[src/design/ucr_pkg.sv]
/*
 Constants for the serial configuration-register command block: framing
 bytes, register addresses, defaults and timing figures.
 Assumes a 125 MHz system clock shared by both ends.
*/
package ucr_pkg;
    localparam int CLK_HZ = 125000000;
    localparam logic [7:0] HDR_BYTE = 8'hFF;
    localparam logic [7:0] SIZE_BYTE = 8'h02;
    localparam logic [7:0] ESC_BYTE = 8'hFE;
    localparam logic [7:0] ACK_BYTE = 8'h06;
    localparam logic [7:0] NAK_BYTE = 8'h15;
    // Volatile and non-volatile addresses
    localparam logic [7:0] A_RATE_V = 8'h4E;
    localparam logic [7:0] A_RATE_N = 8'h03;
    localparam logic [7:0] A_ADDR_V = 8'h4F;
    localparam logic [7:0] A_ADDR_N = 8'h04;
    localparam logic [7:0] A_WAIT_V = 8'h50;
    localparam logic [7:0] A_WAIT_N = 8'h05;
    localparam logic [7:0] A_RTRY_V = 8'h52;
    localparam logic [7:0] A_RTRY_N = 8'h07;
    localparam logic [7:0] A_CRC_V = 8'h53;
    localparam logic [7:0] A_CRC_N = 8'h08;
    localparam int NREG = 5;
    localparam logic [2:0] IDX_RATE = 3'h0;
    localparam logic [2:0] IDX_ADDR = 3'h1;
    localparam logic [2:0] IDX_WAIT = 3'h2;
    localparam logic [2:0] IDX_RTRY = 3'h3;
    localparam logic [2:0] IDX_CRC = 3'h4;
    localparam logic [2:0] IDX_NONE = 3'h7;
    // Factory defaults
    localparam logic [7:0] RATE_DEF = 8'h01;
    localparam logic [7:0] ADDR_DEF = 8'h00;
    localparam logic [7:0] WAIT_DEF = 8'h00;
    localparam logic [7:0] RTRY_DEF = 8'h03;
    localparam logic [7:0] CRC_ON = 8'h01;
    localparam logic [7:0] CRC_OFF = 8'h00;
    localparam logic [7:0] RATE_MIN = 8'h01;
    localparam logic [7:0] RATE_MAX = 8'h07;
    localparam logic [7:0] RATE_SLOW_MAX = 8'h02;
    localparam int AIR_SLOW_BPS = 19200;
    localparam int AIR_FAST_BPS = 153600;
    localparam int ACK_TO_SLOW_MS = 50;
    localparam int ACK_TO_FAST_MS = 30;
    localparam int ACK_TO_SLOW_CYC = ACK_TO_SLOW_MS * (CLK_HZ / 1000);
    localparam int ACK_TO_FAST_CYC = ACK_TO_FAST_MS * (CLK_HZ / 1000);
    localparam int BIT_W = 24;

    typedef logic [7:0] ucr_byte_t;

    // Serial bit period in clocks for a rate code (9600 on unknown)
    function automatic logic [23:0] ucr_bit_cycles(input logic [7:0] code);
        int bps;
        unique case (code)
            8'h02: bps = 19200;
            8'h03: bps = 38400;
            8'h04: bps = 57600;
            8'h05: bps = 115200;
            8'h06: bps = 10400;
            8'h07: bps = 31250;
            default: bps = 9600;
        endcase
        return 24'(CLK_HZ / bps);
    endfunction
endpackage

[src/design/ucr_link_if.sv]
/*
 Serial link between the host end and the device end: one wire each way.
 Assumes both ends run on the same sys_clk; the ends still synchronise.
*/
`timescale 1ns/1ps
interface ucr_link_if;
    logic host_to_dev;
    logic dev_to_host;
    modport dev (input host_to_dev, output dev_to_host);
    modport host (output host_to_dev, input dev_to_host);
endinterface

[src/design/ucr_uart.sv]
/*
 Byte serialiser and deserialiser, 8N1, with a run-time bit period.
 Assumes rx_pin is asynchronous; it passes two flops before use.
*/
`timescale 1ns/1ps
module ucr_uart (
    // Clock and reset
    input wire logic sys_clk,
    input wire logic rst_n,
    input wire logic [23:0] bit_cycles,
    // Transmit
    input wire logic tx_valid,
    input wire logic [7:0] tx_data,
    output logic tx_ready,
    output logic tx_pin,
    // Receive
    input wire logic rx_pin,
    output logic rx_valid,
    output logic [7:0] rx_data
);
    typedef struct packed {
        logic [1:0] sync;
        logic tx_busy;
        logic [3:0] tx_bit;
        logic [9:0] tx_shift;
        logic [23:0] tx_cnt;
        logic rx_busy;
        logic [3:0] rx_bit;
        logic [7:0] rx_shift;
        logic [23:0] rx_cnt;
        logic rx_valid;
        logic [7:0] rx_data;
    } ucr_uart_st_t;

    ucr_uart_st_t st_reg, st_next;
    localparam logic [3:0] FRAME_BITS = 4'h9;
    localparam logic [3:0] DATA_BITS = 4'h8;

    ////////////////////////////////////////////////////////////////////
    always_comb begin
        st_next = st_reg;
        st_next.sync = {st_reg.sync[0], rx_pin};
        st_next.rx_valid = 1'b0;
        if (st_reg.tx_busy) begin
            if (st_reg.tx_cnt == 24'h0) begin
                st_next.tx_cnt = bit_cycles - 24'h1;
                st_next.tx_shift = {1'b1, st_reg.tx_shift[9:1]};
                if (st_reg.tx_bit == FRAME_BITS) begin
                    st_next.tx_busy = 1'b0;
                end else begin
                    st_next.tx_bit = st_reg.tx_bit + 4'h1;
                end
            end else begin
                st_next.tx_cnt = st_reg.tx_cnt - 24'h1;
            end
        end else if (tx_valid) begin
            st_next.tx_busy = 1'b1;
            st_next.tx_bit = 4'h0;
            st_next.tx_shift = {1'b1, tx_data, 1'b0};
            st_next.tx_cnt = bit_cycles - 24'h1;
        end
        // Sample mid-bit: start detection waits half a period
        if (!st_reg.rx_busy) begin
            if (!st_reg.sync[1]) begin
                st_next.rx_busy = 1'b1;
                st_next.rx_bit = 4'h0;
                st_next.rx_cnt = {1'b0, bit_cycles[23:1]};
            end
        end else if (st_reg.rx_cnt != 24'h0) begin
            st_next.rx_cnt = st_reg.rx_cnt - 24'h1;
        end else begin
            st_next.rx_cnt = bit_cycles - 24'h1;
            st_next.rx_bit = st_reg.rx_bit + 4'h1;
            if (st_reg.rx_bit == 4'h0 && st_reg.sync[1]) begin
                st_next.rx_busy = 1'b0;
            end else if (st_reg.rx_bit == FRAME_BITS) begin
                st_next.rx_busy = 1'b0;
            end
            if (st_reg.rx_bit != 4'h0 && st_reg.rx_bit <= DATA_BITS) begin
                st_next.rx_shift = {st_reg.sync[1], st_reg.rx_shift[7:1]};
            end
            if (st_reg.rx_bit == FRAME_BITS) begin
                st_next.rx_valid = st_reg.sync[1];
                st_next.rx_data = st_reg.rx_shift;
            end
        end
    end

    always_ff @(posedge sys_clk or negedge rst_n) begin
        if (!rst_n) begin
            st_reg <= '{sync: 2'h3, tx_shift: 10'h3FF, default: '0};
        end else begin
            st_reg <= st_next;
        end
    end

    assign tx_ready = !st_reg.tx_busy;
    assign tx_pin = st_reg.tx_busy ? st_reg.tx_shift[0] : 1'b1;
    assign rx_valid = st_reg.rx_valid;
    assign rx_data = st_reg.rx_data;
endmodule

[src/design/ucr_device.sv]
/*
 Device end: interprets framed read/write commands over the serial link,
 keeps volatile and non-volatile setting copies, runs the retry timer and
 the receive-check gate.
 Assumes the radio side presents transmit outcomes and received packets
 as single-cycle events on plain ports.
*/
// Contract
// [RULE1] Read: header, size, escape, address; answer ack+value; code answers ack, address, value
// [RULE2] Write: header, size two, address, value
// [RULE3] Each setting has volatile and non-volatile address
// [RULE4] Rate codes 1..7 pick serial bit rate
// [RULE5] Air rate 19200 for codes 1-2, else 153600
// [RULE6] Non-volatile rate write waits for reset
// [RULE7] Volatile rate switches after acknowledge is sent
// [RULE8] Rate defaults to code 1
// [RULE9] Retransmit up to retry-count times
// [RULE10] Raise no-ack exception after last retry
// [RULE11] Ack timeout 50 ms slow, 30 ms fast
// [RULE12] Total time is (retries+1) times attempt time
// [RULE13] Enabled check drops failed unencrypted packets
// [RULE14] Check enable: 1 on, 0 off, default on
// [RULE15] Disabled check passes corrupt payload, not header
// [RULE16] Host leaves addressing kind alone
// [RULE17] Transmit wait limit stored, no effect
// [RULE18] Copy non-volatile into volatile before serving
`timescale 1ns/1ps
module ucr_device (
    // Clock and reset
    input wire logic sys_clk,
    input wire logic rst_n,
    // Link
    ucr_link_if.dev link,
    // Radio transmit side
    input wire logic pkt_send,
    input wire logic pkt_sent,
    input wire logic radio_ack,
    output logic pkt_attempt,
    output logic no_radio_ack_exception,
    output logic tx_active,
    // Radio receive side
    input wire logic rx_pkt,
    input wire logic rx_encrypted,
    input wire logic rx_crc_ok,
    input wire logic rx_hdr_ok,
    output logic rx_deliver,
    // Status
    output logic [17:0] air_rate_bps,
    output logic [7:0] serial_rate_select,
    output logic ready
);
    localparam int NR = ucr_pkg::NREG;

    typedef enum logic [2:0] {
        S_BOOT = 3'b000, S_HDR = 3'b001, S_SIZE = 3'b010, S_ADR = 3'b011,
        S_RADR = 3'b100, S_VAL = 3'b101, S_RESP = 3'b110
    } ucr_cmd_t;

    typedef enum logic [1:0] {
        T_IDLE = 2'b00, T_SEND = 2'b01, T_WAIT = 2'b10
    } ucr_tx_t;

    typedef struct packed {
        ucr_cmd_t cmd;
        logic [2:0] boot_idx;
        logic [NR*8-1:0] vol;
        logic [7:0] addr;
        logic [1:0] resp_cnt;
        logic [7:0] resp_val;
        logic [7:0] run_rate;
        logic [7:0] pend_rate;
        logic pend_sw;
        ucr_tx_t tx;
        logic [7:0] tries;
        logic [23:0] to_cnt;
        logic exc;
        logic attempt;
        logic deliver;
    } ucr_dev_st_t;

    ucr_dev_st_t st_reg, st_next;
    // Non-volatile store survives rst_n; only power-up loads defaults
    logic [NR*8-1:0] nvm_reg = {ucr_pkg::CRC_ON, ucr_pkg::RTRY_DEF,
        ucr_pkg::WAIT_DEF, ucr_pkg::ADDR_DEF,
        ucr_pkg::RATE_DEF}; // [RULE14] [RULE8]
    logic [NR*8-1:0] nvm_next;
    logic u_tx_valid, u_tx_ready, u_rx_valid;
    logic [7:0] u_tx_data, u_rx_data;
    logic [2:0] a_idx;
    logic a_nvm;

    // Map an address onto setting index and copy
    function automatic logic [3:0] ucr_decode(input logic [7:0] a);
        unique case (a)
            ucr_pkg::A_RATE_V: return {1'b0, ucr_pkg::IDX_RATE};
            ucr_pkg::A_RATE_N: return {1'b1, ucr_pkg::IDX_RATE};
            ucr_pkg::A_ADDR_V: return {1'b0, ucr_pkg::IDX_ADDR};
            ucr_pkg::A_ADDR_N: return {1'b1, ucr_pkg::IDX_ADDR};
            ucr_pkg::A_WAIT_V: return {1'b0, ucr_pkg::IDX_WAIT};
            ucr_pkg::A_WAIT_N: return {1'b1, ucr_pkg::IDX_WAIT};
            ucr_pkg::A_RTRY_V: return {1'b0, ucr_pkg::IDX_RTRY};
            ucr_pkg::A_RTRY_N: return {1'b1, ucr_pkg::IDX_RTRY};
            ucr_pkg::A_CRC_V: return {1'b0, ucr_pkg::IDX_CRC};
            ucr_pkg::A_CRC_N: return {1'b1, ucr_pkg::IDX_CRC};
            default: return {1'b0, ucr_pkg::IDX_NONE};
        endcase
    endfunction

    function automatic logic [7:0] ucr_field(input logic [NR*8-1:0] v,
                                             input logic [2:0] i);
        return v[i*8 +: 8];
    endfunction

    assign {a_nvm, a_idx} = ucr_decode(st_reg.addr); // [RULE3]

    ////////////////////////////////////////////////////////////////////
    always_comb begin
        logic slow;
        logic [3:0] d;
        slow = 1'b0;
        d = 4'h0;
        st_next = st_reg;
        nvm_next = nvm_reg;
        st_next.attempt = 1'b0;
        st_next.exc = 1'b0;
        st_next.deliver = 1'b0;
        u_tx_valid = 1'b0;
        u_tx_data = ucr_pkg::ACK_BYTE;
        unique case (st_reg.cmd)
            S_BOOT: begin
                // Volatile copies load from non-volatile before serving
                st_next.vol[st_reg.boot_idx*8 +: 8] =
                    ucr_field(nvm_reg, st_reg.boot_idx); // [RULE18]
                if (st_reg.boot_idx == 3'(NR - 1)) begin
                    st_next.cmd = S_HDR;
                    st_next.run_rate = ucr_field(nvm_reg,
                                                 ucr_pkg::IDX_RATE); // [RULE6]
                end else begin
                    st_next.boot_idx = st_reg.boot_idx + 3'h1;
                end
            end
            S_HDR: if (u_rx_valid && u_rx_data == ucr_pkg::HDR_BYTE) begin
                st_next.cmd = S_SIZE;
            end
            S_SIZE: if (u_rx_valid) begin
                st_next.cmd = (u_rx_data == ucr_pkg::SIZE_BYTE) ? S_ADR : S_HDR;
            end
            S_ADR: if (u_rx_valid) begin
                // Escape marks a read; anything else is the write address
                if (u_rx_data == ucr_pkg::ESC_BYTE) begin
                    st_next.cmd = S_RADR; // [RULE1]
                end else begin
                    st_next.addr = u_rx_data;
                    st_next.cmd = S_VAL; // [RULE2]
                end
            end
            S_RADR: if (u_rx_valid) begin
                st_next.addr = u_rx_data;
                st_next.resp_cnt = 2'h0;
                st_next.cmd = S_RESP;
                d = ucr_decode(u_rx_data);
                st_next.resp_val = d[3] ? ucr_field(nvm_reg, d[2:0])
                                        : ucr_field(st_reg.vol, d[2:0]);
            end
            S_VAL: if (u_rx_valid) begin
                // Writes are stored as given, including the wait limit
                if (a_idx != ucr_pkg::IDX_NONE) begin
                    if (a_nvm) begin
                        nvm_next[a_idx*8 +: 8] = u_rx_data; // [RULE6]
                    end else if (a_idx == ucr_pkg::IDX_RATE) begin
                        st_next.vol[a_idx*8 +: 8] = u_rx_data;
                        st_next.pend_rate = u_rx_data;
                        st_next.pend_sw = 1'b1; // [RULE7]
                    end else begin
                        st_next.vol[a_idx*8 +: 8] = u_rx_data; // [RULE17]
                    end
                end
                st_next.resp_cnt = 2'h2;
                st_next.cmd = S_RESP;
            end
            S_RESP: begin
                // Write answers with a lone ack, or nak for an unknown address; read adds address and value
                u_tx_valid = 1'b1;
                unique case (st_reg.resp_cnt)
                    2'h1: u_tx_data = st_reg.addr;
                    2'h2: u_tx_data = (a_idx == ucr_pkg::IDX_NONE &&
                                       !st_reg.pend_sw) ?
                                      ucr_pkg::NAK_BYTE : ucr_pkg::ACK_BYTE;
                    2'h3: u_tx_data = st_reg.resp_val;
                    default: u_tx_data = ucr_pkg::ACK_BYTE;
                endcase
                if (u_tx_ready) begin
                    if (st_reg.resp_cnt == 2'h0) begin
                        st_next.resp_cnt = 2'h1;
                    end else if (st_reg.resp_cnt == 2'h1) begin
                        st_next.resp_cnt = 2'h3;
                    end else begin
                        st_next.cmd = S_HDR;
                    end
                end
            end
            default: st_next.cmd = S_HDR;
        endcase
        // Rate switch only after the acknowledge byte has left the line
        if (st_reg.pend_sw && st_reg.cmd == S_HDR && u_tx_ready
            && !u_tx_valid) begin
            st_next.pend_sw = 1'b0;
            st_next.run_rate = st_reg.pend_rate; // [RULE7]
        end
        // Retry engine
        slow = st_reg.run_rate <= ucr_pkg::RATE_SLOW_MAX;
        unique case (st_reg.tx)
            T_IDLE: if (pkt_send && st_reg.cmd != S_BOOT) begin
                st_next.tries = 8'h0;
                st_next.attempt = 1'b1;
                st_next.tx = T_SEND;
            end
            T_SEND: if (pkt_sent) begin
                st_next.to_cnt = slow ? 24'(ucr_pkg::ACK_TO_SLOW_CYC)
                                      : 24'(ucr_pkg::ACK_TO_FAST_CYC); // [RULE11]
                st_next.tx = T_WAIT;
            end
            T_WAIT: begin
                if (radio_ack) begin
                    st_next.tx = T_IDLE;
                end else if (st_reg.to_cnt > 24'h1) begin
                    st_next.to_cnt = st_reg.to_cnt - 24'h1;
                end else if (st_reg.tries <
                             ucr_field(st_reg.vol, ucr_pkg::IDX_RTRY)) begin
                    // Each attempt costs send time plus timeout
                    st_next.tries = st_reg.tries + 8'h1; // [RULE9] [RULE12]
                    st_next.attempt = 1'b1;
                    st_next.tx = T_SEND;
                end else begin
                    st_next.exc = 1'b1; // [RULE10]
                    st_next.tx = T_IDLE;
                end
            end
            default: st_next.tx = T_IDLE;
        endcase
        // Header errors always drop; payload check only when enabled
        if (rx_pkt && rx_hdr_ok) begin
            st_next.deliver = rx_encrypted || rx_crc_ok ||
                (ucr_field(st_reg.vol, ucr_pkg::IDX_CRC) == ucr_pkg::CRC_OFF); // [RULE13] [RULE15]
        end
    end

    always_ff @(posedge sys_clk or negedge rst_n) begin
        if (!rst_n) begin
            st_reg.cmd <= S_BOOT;
            st_reg.boot_idx <= 3'h0;
            st_reg.vol <= '0;
            st_reg.addr <= 8'h00;
            st_reg.resp_cnt <= 2'h0;
            st_reg.resp_val <= 8'h00;
            st_reg.run_rate <= ucr_pkg::RATE_DEF; // [RULE8]
            st_reg.pend_rate <= ucr_pkg::RATE_DEF;
            st_reg.pend_sw <= 1'b0;
            st_reg.tx <= T_IDLE;
            st_reg.tries <= 8'h00;
            st_reg.to_cnt <= 24'h0;
            st_reg.exc <= 1'b0;
            st_reg.attempt <= 1'b0;
            st_reg.deliver <= 1'b0;
        end else begin
            st_reg <= st_next;
        end
    end

    always_ff @(posedge sys_clk) nvm_reg <= nvm_next;

    ucr_uart u_uart (
        .sys_clk(sys_clk),
        .rst_n(rst_n),
        .bit_cycles(ucr_pkg::ucr_bit_cycles(st_reg.run_rate)), // [RULE4]
        .tx_valid(u_tx_valid),
        .tx_data(u_tx_data),
        .tx_ready(u_tx_ready),
        .tx_pin(link.dev_to_host),
        .rx_pin(link.host_to_dev),
        .rx_valid(u_rx_valid),
        .rx_data(u_rx_data)
    );

    assign pkt_attempt = st_reg.attempt;
    assign no_radio_ack_exception = st_reg.exc;
    assign tx_active = st_reg.tx != T_IDLE;
    assign rx_deliver = st_reg.deliver;
    assign air_rate_bps = (st_reg.run_rate <= ucr_pkg::RATE_SLOW_MAX) ?
        18'(ucr_pkg::AIR_SLOW_BPS) : 18'(ucr_pkg::AIR_FAST_BPS); // [RULE5]
    assign serial_rate_select = st_reg.run_rate;
    assign ready = st_reg.cmd != S_BOOT;
endmodule

[src/flat_wrapper.sv]
// flat-port wrapper written by rule: the top's interface ports become plain ports
module ucr_device_flat 
  (sys_clk, rst_n, pkt_send, pkt_sent, radio_ack, pkt_attempt, no_radio_ack_exception, tx_active, rx_pkt, rx_encrypted, rx_crc_ok, rx_hdr_ok, rx_deliver, air_rate_bps, serial_rate_select, ready, link_host_to_dev, link_dev_to_host);
  ucr_link_if link_i ();
  input wire logic sys_clk;
  input wire logic rst_n;
  input wire logic pkt_send;
  input wire logic pkt_sent;
  input wire logic radio_ack;
  output logic pkt_attempt;
  output logic no_radio_ack_exception;
  output logic tx_active;
  input wire logic rx_pkt;
  input wire logic rx_encrypted;
  input wire logic rx_crc_ok;
  input wire logic rx_hdr_ok;
  output logic rx_deliver;
  output logic [17:0] air_rate_bps;
  output logic [7:0] serial_rate_select;
  output logic ready;
  input wire logic [$bits(link_i.host_to_dev)-1:0] link_host_to_dev;
  output wire logic [$bits(link_i.dev_to_host)-1:0] link_dev_to_host;
  assign link_i.host_to_dev = link_host_to_dev;
  assign link_dev_to_host = link_i.dev_to_host;
  ucr_device u_core (.sys_clk(sys_clk), .rst_n(rst_n), .link(link_i), .pkt_send(pkt_send), .pkt_sent(pkt_sent), .radio_ack(radio_ack), .pkt_attempt(pkt_attempt), .no_radio_ack_exception(no_radio_ack_exception), .tx_active(tx_active), .rx_pkt(rx_pkt), .rx_encrypted(rx_encrypted), .rx_crc_ok(rx_crc_ok), .rx_hdr_ok(rx_hdr_ok), .rx_deliver(rx_deliver), .air_rate_bps(air_rate_bps), .serial_rate_select(serial_rate_select), .ready(ready));
endmodule
[config.mk]
export PLATFORM = sky130hd
export DESIGN_NAME = ucr_device_flat
export DESIGN_NICKNAME = d
export VERILOG_FILES = /design/src/design/ucr_pkg.sv /design/src/design/ucr_link_if.sv /design/src/design/ucr_uart.sv /design/src/design/ucr_device.sv /design/src/flat_wrapper.sv
export SDC_FILE = /design/constraint.sdc
export NUM_CORES = 1
export LEC_CHECK = 0
export BUFFER_PORTS_ARGS = -buffer_cell sky130_fd_sc_hd__buf_2
export CORE_ASPECT_RATIO = 1.4
export CORE_MARGIN = 8
export CORE_UTILIZATION = 40
export DETAILED_ROUTE_END_ITERATION = 6
export PLACE_DENSITY = 0.67
export SLEW_MARGIN = 40
export SYNTH_ARGS = -nofsm -noshare
export SYNTH_HDL_FRONTEND = slang
export SYNTH_SLANG_ARGS = --single-unit
[constraint.sdc]
create_clock -name sys_clk -period 95.2 [get_ports sys_clk]
set_input_delay 4.76 -clock sys_clk [delete_from_list [all_inputs] [get_ports sys_clk]]
set_output_delay 4.76 -clock sys_clk [all_outputs]
set_load 0.03 [all_outputs]
* Yosys cells after proc, flatten, opt, wreduce, memory -nomap -nowiden *
Index checks and enable logic that the tools add are counted.

operators by class
  reduce and logical (&&, ||, !) cells = 56
  equality and inequality tests = 71
  $lt $le $gt $ge = 4
  muxes and demuxes = 86
  bitwise operators = 3
  shift-type cells = 7
  divide/modulo/power cells = 1
  add/sub/neg operators = 10

operators with widths
  cell                                                                     number
  24-bit two-way mux                                                       6
  40-bit bitwise mux                                                       3
  40-bit two-way mux                                                       3
  40-bit by 7-bit variable part select with 8-bit output                   3
  17-bit case mux with 6 select lines                                      1
  24-bit by 1-bit subtractor with 24-bit output, second input constant     4
  8-bit by 3-bit == test with 1-bit output, second input constant          10
  8-bit by 7-bit == test with 1-bit output, second input constant          10
  4-bit case mux with 10 select lines                                      2
  40-bit case mux with 2 select lines                                      1
  8-bit by 34-bit variable shift with 40-bit output, first input constant  2
  8-bit by 34-bit variable part select with 40-bit output                  2
  39-bit two-way mux                                                       2
  8-bit two-way mux                                                        9
  6-bit negator with 34-bit output                                         2
  24-bit case mux with 2 select lines                                      1
  8-bit by 2-bit == test with 1-bit output, second input constant          5
  18-bit two-way mux                                                       2
  34-bit two-way mux                                                       1
  28-bit by 32-bit divider with 32-bit output, first input constant        1
  2-bit inequality test, second input constant                             16
  8-bit case mux with 2 select lines                                       2
  9-bit two-way mux                                                        3
  24-bit by 1-bit > comparator with 1-bit output, second input constant    1
  49 further kinds                                                         146

word-level totals
  input port bits = 10
  output and inout bits = 32
  word-level logic and storage cells = 265
  bits in registers = 245

* Longest topological paths before layout *
  word-level depth = 9
  gate-level depth with buffers = 287
  gate-level depth less buffers = 252

* Hierarchy *
Synthesis repeated with hierarchy kept, for this count alone.

second synthesis, totals
  cell total of the unflattened synthesis = 4,179
  area, all modules = 32,356.0 um2

by module, submodules not included
  module      sequential area each (um2)  cells an instance  instances  area each (um2)
  ucr_device  4,156.5                     3,554              1          26,624.3
  ucr_uart    2,192.1                     625                1          5,731.7

* Worst setup path after synthesis *
No wires, ideal clock.

  kind = register to register
  start point = register u_core.st_reg, in the netlist u_core.serial_rate_select[7]
  end point = register u_core.u_uart.st_reg[60] (netlist name)
  clock period less this slack = 50.497 ns
  setup slack = 44.703 ns
  library setup time = 0.131 ns
  required time = 95.069 ns
  path buffers = 33
  arrival time = 50.366 ns
  cell stages (with the launch flop) = 269
  cells stage by stage = dfrtp_1 or4_1 nor2_1 o21ai_0 ha_1 a21oi_1 a21boi_0 o21ai_0 nor2_1 ha_1 a211oi_1 nor2_1 o41ai_1 o21ai_1 clkbuf_1 mux2_2 ha_1 a21oi_1 [233 not listed] o21ai_0 o21a_1 a31oi_1 nand3_1 nor3_1 o211ai_1 nor4bb_1 buf_2 nand4_1 inv_1 ha_1 nand2_1 or4_1 nor3_1 xnor2_1 nor2_1 a21oi_1 o21ai_1

on the way
  longest elaborated chain between the ends = 6
  elaborated cells on any way between the ends = 12
  classes of those cells = 1 x add/sub; 1 x div; 6 x eq/ne; 4 x mux

ends and longest elaborated chain
  element                                                                                               line                            RTL
  start, declared                                                                                       ucr_device.sv:81                ucr_dev_st_t st_reg, st_next;
  start signal, assigned                                                                                ucr_device.sv:266               st_reg <= st_next;
  8-bit by 3-bit == test with 1-bit output or 8-bit by 2-bit == test with 1-bit output (tied branches)  ucr_pkg.sv:54                   unique case (code)
  17-bit case mux with 6 select lines (*)                                                               ucr_pkg.sv:54
  28-bit by 32-bit divider with 32-bit output (*)                                                       ucr_pkg.sv:63                   return 24'(CLK_HZ / bps);
  24-bit by 1-bit subtractor with 24-bit output (*)                                                     ucr_uart.sv:46, ucr_uart.sv:60
  39-bit two-way mux or 24-bit two-way mux (tied branches)                                              ucr_uart.sv:56, ucr_uart.sv:45
  39-bit two-way mux (*)                                                                                ucr_uart.sv:44                  if (st_reg.tx_busy) begin
  end signal, assigned                                                                                  ucr_uart.sv:93                  st_reg <= st_next;
  end, declared                                                                                         ucr_uart.sv:35                  ucr_uart_st_t st_reg, st_next;

Every way passes the cells marked *; elsewhere a longest branch is shown, timed or not. The select of a mux whose other input is x is not followed.
A chain may end at the register's enable or synchronous reset.

* Final worst setup path *
Ends and elaborated chain as after synthesis.

==> results.py <==
metrics = {
    "route": {
        "ant_nets": 0,
        "via_per_inst": 6.22,
        "wl_per_cell_um": 20.7,
        "routed_wl_um": 110000,
        "drt-initial-drc-count": 2523,
        "drcViolationCount": 0,
        "first_pass_iters": 6,
        "dr_total_vias": 33000,
    },
    "sta": {
        "fmax_mhz": 17.3,
        "tightest_slew_ps": 845,
        "max_slew_margin_pct": 43.7,
        "finClkSkew_ps": 16.8,
        "fin_crit_ps": 57820,
        "finalCritPeriodShare_pct": 60.7,
        "rsz0062_at_grt": "false",
        "drv_slew": 0,
        "setup_violations": 0,
        "fin_tns_setup_ps": 0,
        "hold_viol": 0,
    },
    "clock_network": {
        "postCtsHoldBufs": 0,
        "cts_num_sinks": 245,
        "post_cts_buffers": 0,
        "tritoncts": "built",
        "cts_buffers": 27,
        "cts.repair.resized": 0,
        "htreeDepth": 1,
        "cts_root_buf": "clkbuf_16",
        "clkTransAtPathRegs_ps": 60,
        "insertion_delay_ps": 550,
        "cts_buffer_depth": 3,
    },
    "logic_synthesis": {
        "synth_area_mm2": 0.0320,
        "yosysSeqAreaShare_pct": 19.8,
        "avgSynthCellArea_um2": 7.45,
        "synth-simple-area-share_pct": 26.2,
        "synthArstFlopShare_pct": 83.7,
        "synthFlopType": "dfrtp_1",
        "synthTopCellsByArea": "dfrtp_1 (15%), ha_1 (9.7%), a21oi_1 (6.2%), nand2_1 (5.9%), o21ai_0 (4.8%)",
        "synth_compound_area_share_pct": 29.0,
        "syn_inst": 4302,
        "synth-seq-cells": 245,
        "synthAdderAreaFrac_pct": 9.69,
        "synth_top_family_by_area": "compound AO/OA/AOI/OAI gates",
        "synth_top_area_cell": "dfrtp_1",
        "ys.warnings.count": 0,
        "synth_edf_count": 40,
        "muxShareOfSynthArea_pct": 3.32,
        "yosysTopAreaCellShare_pct": 14.9,
        "synth_xor_area_share_pct": 7.11,
        "netlist-cell-type-count": 133,
    },
    "grt": {
        "grt_pass1_wl_um": 173000,
        "grt_max_degree": 76,
        "first_global_vias": 31800,
        "grt_usage_pct": 23.8,
        "antenna_found_initial": 0,
        "grt-ovfl-total": 0,
    },
    "placement": {
        "dp_hpwl_um": 83800,
        "routabilityCongestion": 0.995,
        "portBuffers": 27,
    },
    "final_layout": {
        "area_growth_syn_to_layout_pct": 6.21,
        "largest_register_ffs": 107,
        "nets": 4479,
        "final_cell_mix": "nand2_1 (506), nor2_1 (397), a21oi_1 (392)",
        "antenna_cells": 0,
        "drive_gt1_share_pct": 7.80,
        "final_common_cell": "nand2_1",
    },
    "die": {
        "io_pins": 42,
        "coreArea_mm2": 0.0799,
        "die_w_um": 255,
        "start_util_pct": 40.1,
        "dieArea_mm2": 0.0895,
        "die_y_um": 351,
        "rows": 123,
    },
    "setup_path": {
        "critPathMaxStageDelay_ps": 640,
        "worstSetupPathType": "reg2reg",
        "crit_required_ps": 95620,
        "cp.arrival_ps": 58240,
        "cp_slowest_cell": "nor2_1",
        "crit_fanout": 38,
        "cp_common_cell": "a21o_1",
        "crit_path_start_kind": "flop",
        "cp-end-kind": "flop",
    },
    "run": {
        "drv_cap": 0,
    },
    "outcome": {
        "status": "complete, no violations",
    },
    "min_path": {
        "hold_path.class": "reg2reg",
    },
}
==> critical path: cells and delay by family, from the launching register on <==
kind / cells / cell delay [ps]
AO/OA/AOI/OAI: 121 / 26630
XOR/XNOR: 3 / 600
adder cells (fa/ha/maj): 20 / 7380
buffers and inverters: 12 / 3000
flip-flops: 1 / 410
multiplexers: 6 / 2120
AND/OR/NAND/NOR: 75 / 17420
==> synth_stat cells, drive strengths merged (55+ instances only) <==
| library cell | n |
|---|---|
| nand4 | 63 |
| nand3 | 125 |
| ha | 248 |
| nor2 | 408 |
| o211ai | 57 |
| a31oi | 66 |
| nand2 | 510 |
| a21oi | 398 |
| xnor2 | 147 |
| xor2 | 113 |
| nor2b | 57 |
| and2 | 72 |
| dfrtp | 191 |
| nor4 | 58 |
| inv | 136 |
| nand2b | 57 |
| clkbuf | 131 |
| a21o | 132 |
| buf | 73 |
| o21ai | 337 |
| a22oi | 55 |
| nor3 | 130 |
==> final cells by class <==
class | count | area (um2)
clock buffer | 40 | 785
clock inverter | 9 | 129
fill | 8229 | 45900
inverter | 139 | 522
multi-input combinational | 3734 | 24400
sequential | 245 | 6350
tap | 1062 | 1330
timing repair buffer | 74 | 510
==> per-stage QoR <==
| stage | instances | hold WS (ps) | utilization (%) | setup WS, ps | instance area [um2] |
|---|---|---|---|---|---|
| after CTS | 5301 | 357 | 42.5 | 37920 | 34000 |
| after global placement | 5251 | 347 | 41.2 | 38460 | 32900 |
| after detailed placement | 5252 | 348 | 41.4 | 38120 | 33000 |
| after floorplan | 4323 | 345 | - | 44700 | 32100 |
| after global routing | 5303 | 363 | 42.6 | 32770 | 34000 |
| final | 5303 | 357 | 42.6 | 37380 | 34000 |
==> layer usage <==
layer	up-vias	share of wire, %	global-route usage (%)
met3	407	4.7	1.94
met2	1197	50	43.2
met5	-	0	0
li1	15700	-	-
met1	15700	38	26.8
met4	0	6.8	14.0
==> path summary, 6_finish.rpt <==
path,from,endpoint,slack (ps),cells past startpoint
min reg2reg,u_core.u_uart.st_next[86]$_DFF_PN1_,u_core.u_uart.st_reg[86]$_DFF_PN1_,360,0
min,u_core.u_uart.st_next[86]$_DFF_PN1_,u_core.u_uart.st_reg[86]$_DFF_PN1_,360,0
min in group asynchronous,rst_n,u_core.rx_deliver$_DFF_PN0_,4170,1
max in group asynchronous,rst_n,u_core.u_uart.st_reg[12]$_DFFE_PN0P_,89910,2
max reg2reg,u_core.serial_rate_select[7]$_DFFE_PN0P_,u_core.u_uart.st_reg[60]$_DFFE_PN0P_,37380,237
max,u_core.serial_rate_select[7]$_DFFE_PN0P_,u_core.u_uart.st_reg[60]$_DFFE_PN0P_,37380,237
==> cell families after synthesis <==
logic type      Yosys count
xor+xnor                260
buf+inv                 344
simple gates           1689
mux                      90
other cells               2
flops                   245
compound gates         1424
fa+ha+maj               248
Power is left out: the tool's default activity adds up to more than one toggle a clock period on the data nets, which glitch-free logic cannot reach.
